--- src/design/srrc_defs.svh ---
/*
  Register offsets, field positions and reset values of the stop-release and reset control block.
  Assumes it is included by bare name by every design file that needs a number.
*/
`ifndef SRRC_DEFS_SVH
`define SRRC_DEFS_SVH

`define SRRC_ADDR_W 4
`define SRRC_DATA_W 8

`define SRRC_WDM_ADDR 4'h0
`define SRRC_STANDBY_CONTROL_ADDR 4'h1
`define SRRC_MM_ADDR 4'h2
`define SRRC_PWCL_ADDR 4'h3
`define SRRC_PWCH_ADDR 4'h4
`define SRRC_MKL_ADDR 4'h5
`define SRRC_MKH_ADDR 4'h6
`define SRRC_STAT_ADDR 4'h7

`define SRRC_WDM_RESET 8'h00
`define SRRC_WDM_KEEP 8'h9E
`define SRRC_WDM_RUN_BIT 7
`define SRRC_WDM_PRC_BIT 4
`define SRRC_WDM_OVF_LSB 1
`define SRRC_WDM_OVF_MSB 2

`define SRRC_STANDBY_CONTROL_RESET 8'h00
`define SRRC_STANDBY_CONTROL_STOP_BIT 1

`define SRRC_MASK_RESET 16'hFFFF
`define SRRC_PWC_RESET 16'hC0AA
`define SRRC_RESET_VECTOR 16'h0000

`define SRRC_MM_RESET_A 8'h60
`define SRRC_MM_RESET_B 8'h20
`define SRRC_MM_RESET_C 8'h00

`endif

--- src/design/srrc_pkg.sv ---
/*
  Types of the stop-release and reset control block.
  Assumes nothing beyond a SystemVerilog compiler.
*/
package srrc_pkg;

  typedef enum logic [2:0] {
    SRRC_S_RESET,
    SRRC_S_VECTOR,
    SRRC_S_RUN,
    SRRC_S_STOP,
    SRRC_S_STABLE
  } srrc_state_t;

  typedef enum logic [1:0] {
    SRRC_CTX_NONE,
    SRRC_CTX_WDT,
    SRRC_CTX_NMI
  } srrc_ctx_t;

endpackage : srrc_pkg

--- src/design/srrc_stab_timer.sv ---
/*
  Oscillation stabilisation timer: a free counter with four selectable overflow taps.
  Assumes one clock; clear has priority over count.
*/
`timescale 1ns/1ps
`default_nettype none

module srrc_stab_timer #(
  parameter int CNT_W = 14
) (
  input wire logic mclk_in,
  input wire logic rst_in,
  input wire logic clear_in,
  input wire logic count_in,
  input wire logic [1:0] sel_in,
  output logic ovf_out
);

  initial begin
    if (CNT_W < 4 || CNT_W > 30) begin
      $error("srrc_stab_timer: CNT_W out of range");
    end
  end

  logic [CNT_W-1:0] cnt_r;
  logic [3:0] tap_hit;

  ////////////////////////////////////////////////////////////////////////////
  // tap k fires when the low CNT_W-3+k bits are all ones
  genvar k;
  generate
    for (k = 0; k < 4; k++) begin : g_tap
      assign tap_hit[k] = &cnt_r[CNT_W-4+k:0];
    end
  endgenerate

  always_ff @(posedge mclk_in) begin
    if (rst_in || clear_in) begin
      cnt_r <= '0;
    end else if (count_in) begin
      cnt_r <= cnt_r + 1'b1;
    end
  end

  always_ff @(posedge mclk_in) begin
    if (rst_in || clear_in) begin
      ovf_out <= 1'b0;
    end else begin
      ovf_out <= count_in && tap_hit[sel_in];
    end
  end

endmodule : srrc_stab_timer

`default_nettype wire

--- src/design/srrc_top.sv ---
/*
  Stop-mode release, reset sequencing and NMI / watchdog-interrupt arbitration, with the
  control registers loaded on reset.
  Assumes a CPU that reports retired instructions and interrupt returns as one-cycle pulses,
  a synchronous active-low reset pin and a synchronous NMI pin (rising edge valid).
*/
// Functional notes
// - both requests together with watchdog first: one NMI instruction, then watchdog.
// - watchdog mode bits 6, 5, 0 always read zero.
// - priority flag one ranks watchdog above NMI, zero ranks NMI above.
// - stop in watchdog handler, watchdog higher: NMI held until return plus one instruction.
// - stop in watchdog handler, NMI higher: NMI wake branches at once.
// - stop in NMI handler: NMI held, re-entered after return and one instruction.
// - stop outside handlers: NMI wake branches at once.
// - reset during stop restarts oscillator and resets the system.
// - reset pin low holds reset; high releases and starts execution.
// - leaving reset loads the program counter from the vector at address zero.
// - bus wait control resets to three waits, normal fetch.
// - reset puts all ordinary pins in high impedance.
// - reset ending stop keeps stack pointer and RAM contents.
// - reset sets every interrupt mask flag to one.
// - reset clears watchdog mode register.
// - memory expansion control resets to a variant value, 60H, 20H or 00H.
// - stop request halts the oscillator and clears the stabilisation counter.
// - NMI edge restarts oscillator; counter cleared while NMI high; clock on overflow.
`timescale 1ns/1ps
`default_nettype none
`include "srrc_defs.svh"

module srrc_top #(
  parameter logic [7:0] MM_RESET = `SRRC_MM_RESET_B,
  parameter int STAB_W = 14
) (
  input wire logic mclk_in,
  input wire logic rst_in,
  input wire logic reset_pin_n_in,
  input wire logic nmi_pin_in,
  input wire logic wdt_req_in,
  input wire logic instr_done_in,
  input wire logic return_from_interrupt_in,
  input wire logic [`SRRC_ADDR_W-1:0] reg_addr_in,
  input wire logic [`SRRC_DATA_W-1:0] reg_wdata_in,
  input wire logic reg_wr_in,
  input wire logic reg_rd_in,
  output logic [`SRRC_DATA_W-1:0] reg_rdata_out,
  output logic osc_enable_out,
  output logic clk_run_out,
  output logic cpu_reset_out,
  output logic pin_hiz_out,
  output logic retain_ram_out,
  output logic vector_load_out,
  output logic [15:0] vector_addr_out,
  output logic nmi_branch_out,
  output logic wdt_branch_out,
  output logic [15:0] bus_wait_control_out,
  output logic [15:0] int_mask_out,
  output logic [7:0] memory_expansion_control_out
);

  initial begin
    if (MM_RESET != `SRRC_MM_RESET_A && MM_RESET != `SRRC_MM_RESET_B &&
        MM_RESET != `SRRC_MM_RESET_C) begin
      $error("srrc_top: MM_RESET is not a variant value");
    end
  end

  srrc_pkg::srrc_state_t state_r, state_nxt;
  srrc_pkg::srrc_ctx_t ctx_r, outer_r;
  logic [7:0] watchdog_mode_r;
  logic [7:0] standby_control_r;
  logic [7:0] mm_r;
  logic [15:0] pwc_r;
  logic [15:0] mask_r;
  logic nmi_d_r;
  logic nmi_pend_r;
  logic wdt_pend_r;
  logic gap_r;
  logic retain_r;
  logic stab_ovf;
  logic nmi_edge;
  logic wdt_nmi_priority_select;
  logic wr_ok;
  logic stop_wr;
  logic take_nmi;
  logic take_wdt;
  logic nmi_ok;
  logic wdt_ok;

  assign nmi_edge = nmi_pin_in && !nmi_d_r;
  assign wdt_nmi_priority_select = watchdog_mode_r[`SRRC_WDM_PRC_BIT];
  assign wr_ok = reg_wr_in && reset_pin_n_in;
  assign stop_wr = wr_ok && reg_addr_in == `SRRC_STANDBY_CONTROL_ADDR &&
                   reg_wdata_in[`SRRC_STANDBY_CONTROL_STOP_BIT] && state_r == srrc_pkg::SRRC_S_RUN;

  ////////////////////////////////////////////////////////////////////////////
  // sequencer
  always_comb begin
    state_nxt = state_r;
    case (state_r)
      srrc_pkg::SRRC_S_RESET: begin
        if (reset_pin_n_in) begin
          state_nxt = srrc_pkg::SRRC_S_VECTOR;
        end
      end
      srrc_pkg::SRRC_S_VECTOR: begin
        state_nxt = srrc_pkg::SRRC_S_RUN;
      end
      srrc_pkg::SRRC_S_RUN: begin
        if (stop_wr) begin
          state_nxt = srrc_pkg::SRRC_S_STOP;
        end
      end
      srrc_pkg::SRRC_S_STOP: begin
        if (nmi_edge) begin
          state_nxt = srrc_pkg::SRRC_S_STABLE;
        end
      end
      srrc_pkg::SRRC_S_STABLE: begin
        if (stab_ovf) begin
          state_nxt = srrc_pkg::SRRC_S_RUN;
        end
      end
      default: begin
        state_nxt = srrc_pkg::SRRC_S_RESET;
      end
    endcase
    if (!reset_pin_n_in) begin
      state_nxt = srrc_pkg::SRRC_S_RESET;
    end
  end

  always_ff @(posedge mclk_in) begin
    if (rst_in) begin
      state_r <= srrc_pkg::SRRC_S_RESET;
    end else begin
      state_r <= state_nxt;
    end
  end

  // stabilisation counter: cleared in stop and while NMI is active
  srrc_stab_timer #(
    .CNT_W(STAB_W)
  ) u_stab (
    .mclk_in(mclk_in),
    .rst_in(rst_in),
    .clear_in(state_r != srrc_pkg::SRRC_S_STABLE || nmi_pin_in),
    .count_in(state_r == srrc_pkg::SRRC_S_STABLE && !nmi_pin_in),
    .sel_in(watchdog_mode_r[`SRRC_WDM_OVF_MSB:`SRRC_WDM_OVF_LSB]),
    .ovf_out(stab_ovf)
  );

  always_ff @(posedge mclk_in) begin
    if (rst_in) begin
      osc_enable_out <= 1'b1;
      clk_run_out <= 1'b0;
      cpu_reset_out <= 1'b1;
      pin_hiz_out <= 1'b1;
      vector_load_out <= 1'b0;
      vector_addr_out <= `SRRC_RESET_VECTOR;
    end else begin
      osc_enable_out <= state_nxt != srrc_pkg::SRRC_S_STOP;
      clk_run_out <= state_nxt == srrc_pkg::SRRC_S_RUN || state_nxt == srrc_pkg::SRRC_S_VECTOR;
      cpu_reset_out <= state_nxt == srrc_pkg::SRRC_S_RESET;
      pin_hiz_out <= state_nxt == srrc_pkg::SRRC_S_RESET;
      vector_load_out <= state_nxt == srrc_pkg::SRRC_S_VECTOR;
      vector_addr_out <= `SRRC_RESET_VECTOR;
    end
  end

  // ram and stack keep their values when reset ends a stop period
  always_ff @(posedge mclk_in) begin
    if (rst_in) begin
      retain_r <= 1'b0;
    end else if (!reset_pin_n_in && (state_r == srrc_pkg::SRRC_S_STOP ||
                                     state_r == srrc_pkg::SRRC_S_STABLE)) begin
      retain_r <= 1'b1;
    end else if (state_r == srrc_pkg::SRRC_S_RUN) begin
      retain_r <= 1'b0;
    end
  end
  assign retain_ram_out = retain_r;

  ////////////////////////////////////////////////////////////////////////////
  // NMI / watchdog arbitration
  always_ff @(posedge mclk_in) begin
    if (rst_in) begin
      nmi_d_r <= 1'b0;
    end else begin
      nmi_d_r <= nmi_pin_in;
    end
  end

  // NMI allowed unless already in NMI, or in watchdog handler with watchdog higher
  assign nmi_ok = nmi_pend_r && ctx_r != srrc_pkg::SRRC_CTX_NMI &&
                  !(ctx_r == srrc_pkg::SRRC_CTX_WDT && wdt_nmi_priority_select);
  assign wdt_ok = wdt_pend_r && (ctx_r == srrc_pkg::SRRC_CTX_NONE ||
                  (ctx_r == srrc_pkg::SRRC_CTX_NMI && wdt_nmi_priority_select));
  // NMI checked first: on a tie it always gets its first instruction in
  assign take_nmi = state_r == srrc_pkg::SRRC_S_RUN && !gap_r && nmi_ok;
  assign take_wdt = state_r == srrc_pkg::SRRC_S_RUN && !gap_r && !nmi_ok && wdt_ok;

  always_ff @(posedge mclk_in) begin
    if (rst_in || !reset_pin_n_in) begin
      nmi_pend_r <= 1'b0;
    end else if (nmi_edge) begin
      nmi_pend_r <= 1'b1;
    end else if (take_nmi) begin
      nmi_pend_r <= 1'b0;
    end
  end

  always_ff @(posedge mclk_in) begin
    if (rst_in || !reset_pin_n_in) begin
      wdt_pend_r <= 1'b0;
    end else if (wdt_req_in) begin
      wdt_pend_r <= 1'b1;
    end else if (take_wdt) begin
      wdt_pend_r <= 1'b0;
    end
  end

  // one instruction must retire after each branch or return before the next branch
  always_ff @(posedge mclk_in) begin
    if (rst_in || !reset_pin_n_in) begin
      gap_r <= 1'b0;
    end else if (take_nmi || take_wdt || return_from_interrupt_in) begin
      gap_r <= 1'b1;
    end else if (instr_done_in) begin
      gap_r <= 1'b0;
    end
  end

  // two-deep handler context
  always_ff @(posedge mclk_in) begin
    if (rst_in || !reset_pin_n_in) begin
      ctx_r <= srrc_pkg::SRRC_CTX_NONE;
      outer_r <= srrc_pkg::SRRC_CTX_NONE;
    end else if (take_nmi) begin
      outer_r <= ctx_r;
      ctx_r <= srrc_pkg::SRRC_CTX_NMI;
    end else if (take_wdt) begin
      outer_r <= ctx_r;
      ctx_r <= srrc_pkg::SRRC_CTX_WDT;
    end else if (return_from_interrupt_in && state_r == srrc_pkg::SRRC_S_RUN) begin
      ctx_r <= outer_r;
      outer_r <= srrc_pkg::SRRC_CTX_NONE;
    end
  end

  always_ff @(posedge mclk_in) begin
    if (rst_in) begin
      nmi_branch_out <= 1'b0;
      wdt_branch_out <= 1'b0;
    end else begin
      nmi_branch_out <= take_nmi;
      wdt_branch_out <= take_wdt;
    end
  end

  ////////////////////////////////////////////////////////////////////////////
  // registers
  always_ff @(posedge mclk_in) begin
    if (rst_in || !reset_pin_n_in) begin
      watchdog_mode_r <= `SRRC_WDM_RESET;
    end else if (wr_ok && reg_addr_in == `SRRC_WDM_ADDR) begin
      // run bit sticks once set
      watchdog_mode_r <= (reg_wdata_in & `SRRC_WDM_KEEP) |
                         (watchdog_mode_r & (8'h01 << `SRRC_WDM_RUN_BIT));
    end
  end

  always_ff @(posedge mclk_in) begin
    if (rst_in || !reset_pin_n_in) begin
      standby_control_r <= `SRRC_STANDBY_CONTROL_RESET;
    end else if (state_r == srrc_pkg::SRRC_S_STABLE && stab_ovf) begin
      standby_control_r[`SRRC_STANDBY_CONTROL_STOP_BIT] <= 1'b0;
    end else if (wr_ok && reg_addr_in == `SRRC_STANDBY_CONTROL_ADDR) begin
      standby_control_r <= reg_wdata_in;
    end
  end

  always_ff @(posedge mclk_in) begin
    if (rst_in || !reset_pin_n_in) begin
      mm_r <= MM_RESET;
    end else if (wr_ok && reg_addr_in == `SRRC_MM_ADDR) begin
      mm_r <= reg_wdata_in;
    end
  end

  always_ff @(posedge mclk_in) begin
    if (rst_in || !reset_pin_n_in) begin
      pwc_r <= `SRRC_PWC_RESET;
    end else if (wr_ok && reg_addr_in == `SRRC_PWCL_ADDR) begin
      pwc_r[7:0] <= reg_wdata_in;
    end else if (wr_ok && reg_addr_in == `SRRC_PWCH_ADDR) begin
      pwc_r[15:8] <= reg_wdata_in;
    end
  end

  always_ff @(posedge mclk_in) begin
    if (rst_in || !reset_pin_n_in) begin
      mask_r <= `SRRC_MASK_RESET;
    end else if (wr_ok && reg_addr_in == `SRRC_MKL_ADDR) begin
      mask_r[7:0] <= reg_wdata_in;
    end else if (wr_ok && reg_addr_in == `SRRC_MKH_ADDR) begin
      mask_r[15:8] <= reg_wdata_in;
    end
  end

  always_ff @(posedge mclk_in) begin
    if (rst_in) begin
      bus_wait_control_out <= `SRRC_PWC_RESET;
      int_mask_out <= `SRRC_MASK_RESET;
      memory_expansion_control_out <= MM_RESET;
    end else begin
      bus_wait_control_out <= pwc_r;
      int_mask_out <= mask_r;
      memory_expansion_control_out <= mm_r;
    end
  end

  always_ff @(posedge mclk_in) begin
    if (rst_in || !reg_rd_in) begin
      reg_rdata_out <= 8'h00;
    end else begin
      case (reg_addr_in)
        `SRRC_WDM_ADDR: reg_rdata_out <= watchdog_mode_r;
        `SRRC_STANDBY_CONTROL_ADDR: reg_rdata_out <= standby_control_r;
        `SRRC_MM_ADDR: reg_rdata_out <= mm_r;
        `SRRC_PWCL_ADDR: reg_rdata_out <= pwc_r[7:0];
        `SRRC_PWCH_ADDR: reg_rdata_out <= pwc_r[15:8];
        `SRRC_MKL_ADDR: reg_rdata_out <= mask_r[7:0];
        `SRRC_MKH_ADDR: reg_rdata_out <= mask_r[15:8];
        `SRRC_STAT_ADDR: reg_rdata_out <= {2'h0, retain_r, ctx_r, gap_r, wdt_pend_r, nmi_pend_r};
        default: reg_rdata_out <= 8'h00;
      endcase
    end
  end
endmodule : srrc_top

`default_nettype wire

--- config.mk ---
export PLATFORM = sky130hd
export DESIGN_NAME = srrc_top
export DESIGN_NICKNAME = d
export VERILOG_FILES = /design/src/design/srrc_pkg.sv /design/src/design/srrc_stab_timer.sv /design/src/design/srrc_top.sv
export VERILOG_INCLUDE_DIRS = /design/src /design/src/design
export SDC_FILE = /design/constraint.sdc
export NUM_CORES = 1
export LEC_CHECK = 0
export BUFFER_PORTS_ARGS = -buffer_cell sky130_fd_sc_hd__buf_4
export CAP_MARGIN = 10
export CORE_UTILIZATION = 41
export DETAILED_ROUTE_END_ITERATION = 10
export SLEW_MARGIN = 40
export SYNTH_ARGS = -nofsm -noshare
export SYNTH_HDL_FRONTEND = slang
export SYNTH_HIERARCHICAL = 1
export SYNTH_SLANG_ARGS = --single-unit
--- constraint.sdc ---
create_clock -name mclk_in -period 2.7 [get_ports mclk_in]
set_input_delay 0.27 -clock mclk_in [delete_from_list [all_inputs] [get_ports mclk_in]]
set_output_delay 0.27 -clock mclk_in [all_outputs]
set_load 0.02 [all_outputs]
# [After elaboration in Yosys (flattened, before gate mapping)]
# Index checks and enable logic that the tools add are counted.
[word_totals] register_bits=137 latchBits=0 ramBits=0 romBits=0 input_bits=21 wordCells=135 mem_count=0
[classes] add_sub_neg=1 multipliers=0 div_mod_pow=0 magnitude_cmp=1 n_eq_ne=18 n_shift=0 muxes=22 n_bitwise=4 n_reduce_logical=60
[ops] op="8-bit one-hot mux with 8 select lines" count=1
[ops] op="1-bit logical AND" count=25
[ops] op="4-bit by 3-bit == test with 1-bit output, second input constant" count=4
[ops] op="3-bit one-hot mux with 5 select lines" count=1
[ops] op="14-bit by 1-bit adder with 14-bit output, second input constant" count=1
[ops] op="14-bit AND reduction" count=1
[ops] op="13-bit AND reduction" count=1
[ops] op="2-bit 2-to-1 mux" count=6
[ops] op="3-bit 2-to-1 mux" count=4
[ops] op="12-bit AND reduction" count=1
[ops] op="11-bit AND reduction" count=1
[ops] op="2-bit nonzero test" count=5
[ops] op="3-bit by 2-bit == test with 1-bit output, second input constant" count=3
[ops] op="1-bit logical OR" count=9
[ops] op="1-bit 2-to-1 mux" count=9
[ops] op="4-bit by 2-bit == test with 1-bit output, second input constant" count=2
[ops] op="8-bit OR" count=1
[ops] op="1-bit logical NOT" count=7
[ops] op="3-bit by 1-bit == test with 1-bit output, second input constant" count=2
[ops] op="3-bit logical NOT" count=2
[ops] op="2-bit AND reduction" count=3
[ops] op="4-bit by 1-bit == test with 1-bit output, second input constant" count=1
[ops] op="4-bit logical NOT" count=1
[ops] op="2-bit OR reduction" count=2
[ops] op="11 further kinds" count=13

# [Depth between registers and ports, before layout]
[depth] depth_word=10 ltp_mapped=9 depth_no_buf=7

# [Hierarchy]
# Netlist, hierarchy kept.
[modules_own_cells] mod="srrc_top" instances=1 cells_each=497 area_per_inst_um2=4738.3 seq_area_each_um2=2382.3
[modules_own_cells] mod="srrc_stab_timer" instances=1 cells_each=82 area_per_inst_um2=739.5 seq_area_each_um2=300.3

# [Worst setup path before layout]
# No wires, ideal clock.
[synth_path] kind="register to register" start="register state_r[2]" end="register u_stab.cnt_r[12]" t_arrival_ps=2066 slack_ps=565 stages_incl_launch_ff=10 path_buffers=2 cell_sequence="dfxtp_1 > buf_2 > inv_1 > or3_1 > or2_1 > inv_1 > buf_4 > nand4_4 > or4_1 > a21oi_1"
[synth_between] elab_chain_len=3
[synth_rtl] element="start: declaration" line="srrc_top.sv:67" rtl="srrc_pkg::srrc_state_t state_r, state_nxt;"
[synth_rtl] element="start signal: assignment" line="srrc_top.sv:134" rtl="state_r <= srrc_pkg::SRRC_S_RESET;"
[synth_rtl] element="start signal: assignment" line="srrc_top.sv:136" rtl="state_r <= state_nxt;"
[synth_rtl] element="3-bit != test" line="srrc_top.sv:146" rtl=".clear_in(state_r != srrc_pkg::SRRC_S_STABLE || nmi_pin_in),"
[synth_rtl] element="1-bit logical OR" line="srrc_top.sv:146"
[synth_rtl] element="1-bit logical OR" line="srrc_stab_timer.sv:38" rtl="if (rst_in || clear_in) begin"
[synth_rtl] element="end signal: assignment" line="srrc_stab_timer.sv:41" rtl="cnt_r <= cnt_r + 1'b1;"
[synth_rtl] element="end: declaration" line="srrc_stab_timer.sv:25" rtl="logic [CNT_W-1:0] cnt_r;"
# Parallel ways exist; a longest one is shown, timed or not.
# A chain may end at the register's enable or synchronous reset.

# [Worst setup path in the final report]
[layout_path] start="register state_r[2]" end="register u_stab.cnt_r[5]"
# Same word-level chain as after synthesis.

==> qor.csv <==
stage,metric,value,unit
detailed_routing,drcViolationCount,0,
setup_path,timing.rr.start,state_r[2],
layout,num_antenna_cells,0,
synthesis,synth_top_area_share,0.490,
setup_path,crit_path_top_delay_cell,or4_1,
synthesis,ys_seq_elements,134,
setup_path,crit_chain,"inv_1, or3_1, or2_1, inv_1, buf_4, inv_1, or4_1, a21oi_1",
setup_path,crit_arrival,2.70,ns
setup_path,worst-setup-path-type,flop to flop,
flow_run,cap_violations,0,
detailed_routing,vias_per_cell,5.14,
layout,fin_nets,665,
synthesis,syn_avg_cell_area,9.46,um^2
detailed_routing,drt_iter0_drc,248,
layout,final_area,0.00675,mm^2
die,row_count,41,
detailed_routing,drt_pass1_iterations,5,
synthesis,async_flop_share,0,
timing,period_needed,2.36,ns
min_path,hold_class,input port to flop,
grt,grt_pass1_vias,4132,
timing,fin_skew,0.00770,ns
detailed_routing,post_drt_wl_per_cell,15.8,um
die,fp.dieH,118,um
setup_path,path_common_cell,inv_1,
place,place_area,0.00608,mm^2
power,peakVddDrop,0.410,mV
place,dp_slack,0.388,ns
setup_path,critPathMaxFanout,10,
timing,slew_headroom,0.554,
timing,whs,0.0888,ns
min_path,hold_depth,3,
grt,grt_max_degree,54,
die,die_w,118,um
synthesis,syn_inst,579,
layout,multi_input_area,0.00249,mm^2
synthesis,yosysTopAreaCell,dfxtp_1,
grt,antenna_found_initial,0,
die,pin_count,93,
clock_network,cts_tree,done,
clock_network,numCtsBuffers,17,
clock_network,postCtsSetupRepairBufs,0,
setup_path,cp-start-kind,flop,
timing,fin_ws,0.344,ns
timing,fin_crit_sh,0.873,
synthesis,ys_types,62,
synthesis,synth_edf_count,0,
setup_path,worstPathRequired,3.05,ns
place,place_hpwl,8830,um
synthesis,yosysWarningCount,6,
clock_network,cts_max_path_buffers,2,
setup_path,rrSetupSlack,0.34,ns
min_path,min_to,wdt_pend_r,
timing,hold_violations,0,
layout,drive_above_1_share,0.230,
clock_network,post_cts_resized,0,
layout,n_fill_cell,1172,
grt,grt_usage,0.198,
die,dieArea,0.0138,mm^2
layout,area_delta_synth_final,23.3,%
setup_path,max_stage_delay,0.51,ns
timing,tightest_slew,0.668,ns
layout,final_cells,828,
place,gp_congestion,0.840,
setup_path,cp-end-kind,flop,
clock_network,cts_hold_buf,0,
die,coreArea,0.0128,mm^2
synthesis,synth_area,0.00548,mm^2
grt,grt_pass1_wl,21300,um
min_path,hold_start,wdt_req_in,
clock_network,root_buffer,clkbuf_16,
layout,seqCellArea,0.00268,mm^2
place,placed_cells,796,
die,initial_core_util,0.427,
timing,finalSetupViolCount,0,
synthesis,synthTopCellsByArea,"dfxtp_1 49%, mux2i_1 9.3%, nand2_1 3.2%",
timing,max_freq,424,MHz
detailed_routing,drt-total-wl,13100,um
setup_path,cp_top_family,simple AND/OR/NAND/NOR gates,
clock_network,clkTransAtPathRegs,0.05,ns
power,powerDensity,719,mW/mm^2
synthesis,synth_flop_cell,dfxtp_1,
setup_path,reg2reg_depth,8,
synthesis,ys_seq_area_frac,0.490,
setup_path,r2r-end,u_stab/cnt_r[5],
clock_network,cts_num_sinks,134,
clock_network,htreeDepth,4,
place,port_buffers,76,
power,leakagePower,2.65,nW
timing,slew_violations,0,
grt,grt-ovfl-total,0,
detailed_routing,num_vias,4260,
timing,setup-tns-final,0,ns
timing,grt_setup_unrepaired,false,
setup_path,cp_num_buf_inv,4,
run_status,status,finished clean,
clock_network,clkLatencyLatePin,0.42,ns
detailed_routing,antenna_left,0,
[per-layer routing]
metal / vias up / track usage / part of all wire
li1: 2104 / - / -
met2: 138 / 0.320 / 0.47
met1: 1992 / 0.244 / 0.44
met3: 26 / 0.0499 / 0.060
met4: 0 / 0.101 / 0.027
met5: - / 0 / 0
[synthesized netlist by cell type (4+ instances only)]
cell / n
inv_1: 12
o31ai_1: 4
nand2b_1: 10
mux2i_1: 51
a311oi_1: 4
nand4_1: 4
o21ai_0: 23
or2_2: 25
clkbuf_1: 18
buf_2: 9
nand2_1: 47
nand3_1: 28
nor2_1: 45
nor2b_1: 25
nor3_1: 13
dfxtp_1: 134
or3_1: 9
a21oi_1: 22
buf_4: 22
or4_1: 4
nor4_1: 5
[worst max path at each step]
stage | startpoint | endpoint | cells past startpoint
floorplan | state_r[2] | u_stab/cnt_r[12] | 9
global placement | state_r[2] | u_stab/cnt_r[5] | 8
detailed placement | state_r[2] | u_stab/cnt_r[5] | 8
CTS | state_r[2] | u_stab/cnt_r[5] | 8
global route | state_r[2] | u_stab/cnt_r[5] | 8
finish | state_r[2] | u_stab/cnt_r[5] | 8
[cells by family after synthesis]
logic type | Yosys count | synth area share
mux | 55 | 0.106
other cells | 1 | 0.000685
xor+xnor | 4 | 0.00640
fa+ha+maj | 1 | 0.00228
compound gates | 82 | 0.0946
flops | 134 | 0.490
simple gates | 236 | 0.236
buf+inv | 66 | 0.0651
[metrics by stage]
stage	total power, W	utilization
global placement	0.00228	0.474
CTS	0.00490	0.527
floorplan	0.00221	-
detailed placement	0.00228	0.474
global route	0.00501	0.527
finish	0.00486	0.527
[cell type report]
type	instances	share of cell area
clock buffers	23	0.0708
well taps	172	0.0319
repair buffers	84	0.0952
inverters	12	0.00667
flip-flops and latches	134	0.397
clock inverters	9	0.0289
multi-input cells	394	0.369
[cells in the final DEF (no fill, tap or decap), types with 4 or more instances in the layout]
| cell type | netlist | routed |
|---|---|---|
| inv_1 | 12 | 12 |
| nor3_1 | 13 | 13 |
| o31ai_1 | 4 | 4 |
| a311oi_1 | 4 | 4 |
| nor4_1 | 5 | 5 |
| bufinv_16 | 0 | 6 |
| mux2i_1 | 51 | 51 |
| o21ai_0 | 23 | 23 |
| dfxtp_1 | 134 | 134 |
| conb_1 | 1 | 16 |
| or4_1 | 4 | 4 |
| nand3_1 | 28 | 28 |
| clkbuf_16 | 0 | 17 |
| nand2_1 | 47 | 47 |
| nor2b_1 | 25 | 25 |
| nor2_1 | 45 | 45 |
| a21oi_1 | 22 | 22 |
| or3_1 | 9 | 9 |
| buf_4 | 22 | 83 |
| nand2b_1 | 10 | 10 |
| or2_2 | 25 | 25 |
| nand4_1 | 4 | 4 |
[where the power goes]
part	switching [W]	leakage [nW]	internal [W]
Sequential	0.0000119	1.08	0.00199
Combinational	0.000154	1.24	0.0000792
Clock	0.000817	0.331	0.00180
[state kept, by name, indices dropped and copies added, names as in the netlist, 2 cells and up]
name / count
bus_wait_control_out: 16
int_mask_out: 16
mask_r: 16
pwc_r: 16
u_stab/cnt_r: 14
memory_expansion_control_out: 8
mm_r: 8
reg_rdata_out: 8
standby_control_r: 8
watchdog_mode_r: 5
state_r: 3
ctx_r: 2
outer_r: 2
[tightest hold or removal path, cell delays in order]
cell	delay, ns
buf_4	0.09
a21oi_1	0.03
nor2_1	0.07
Note: power is estimated with default switching activity, not from simulation.
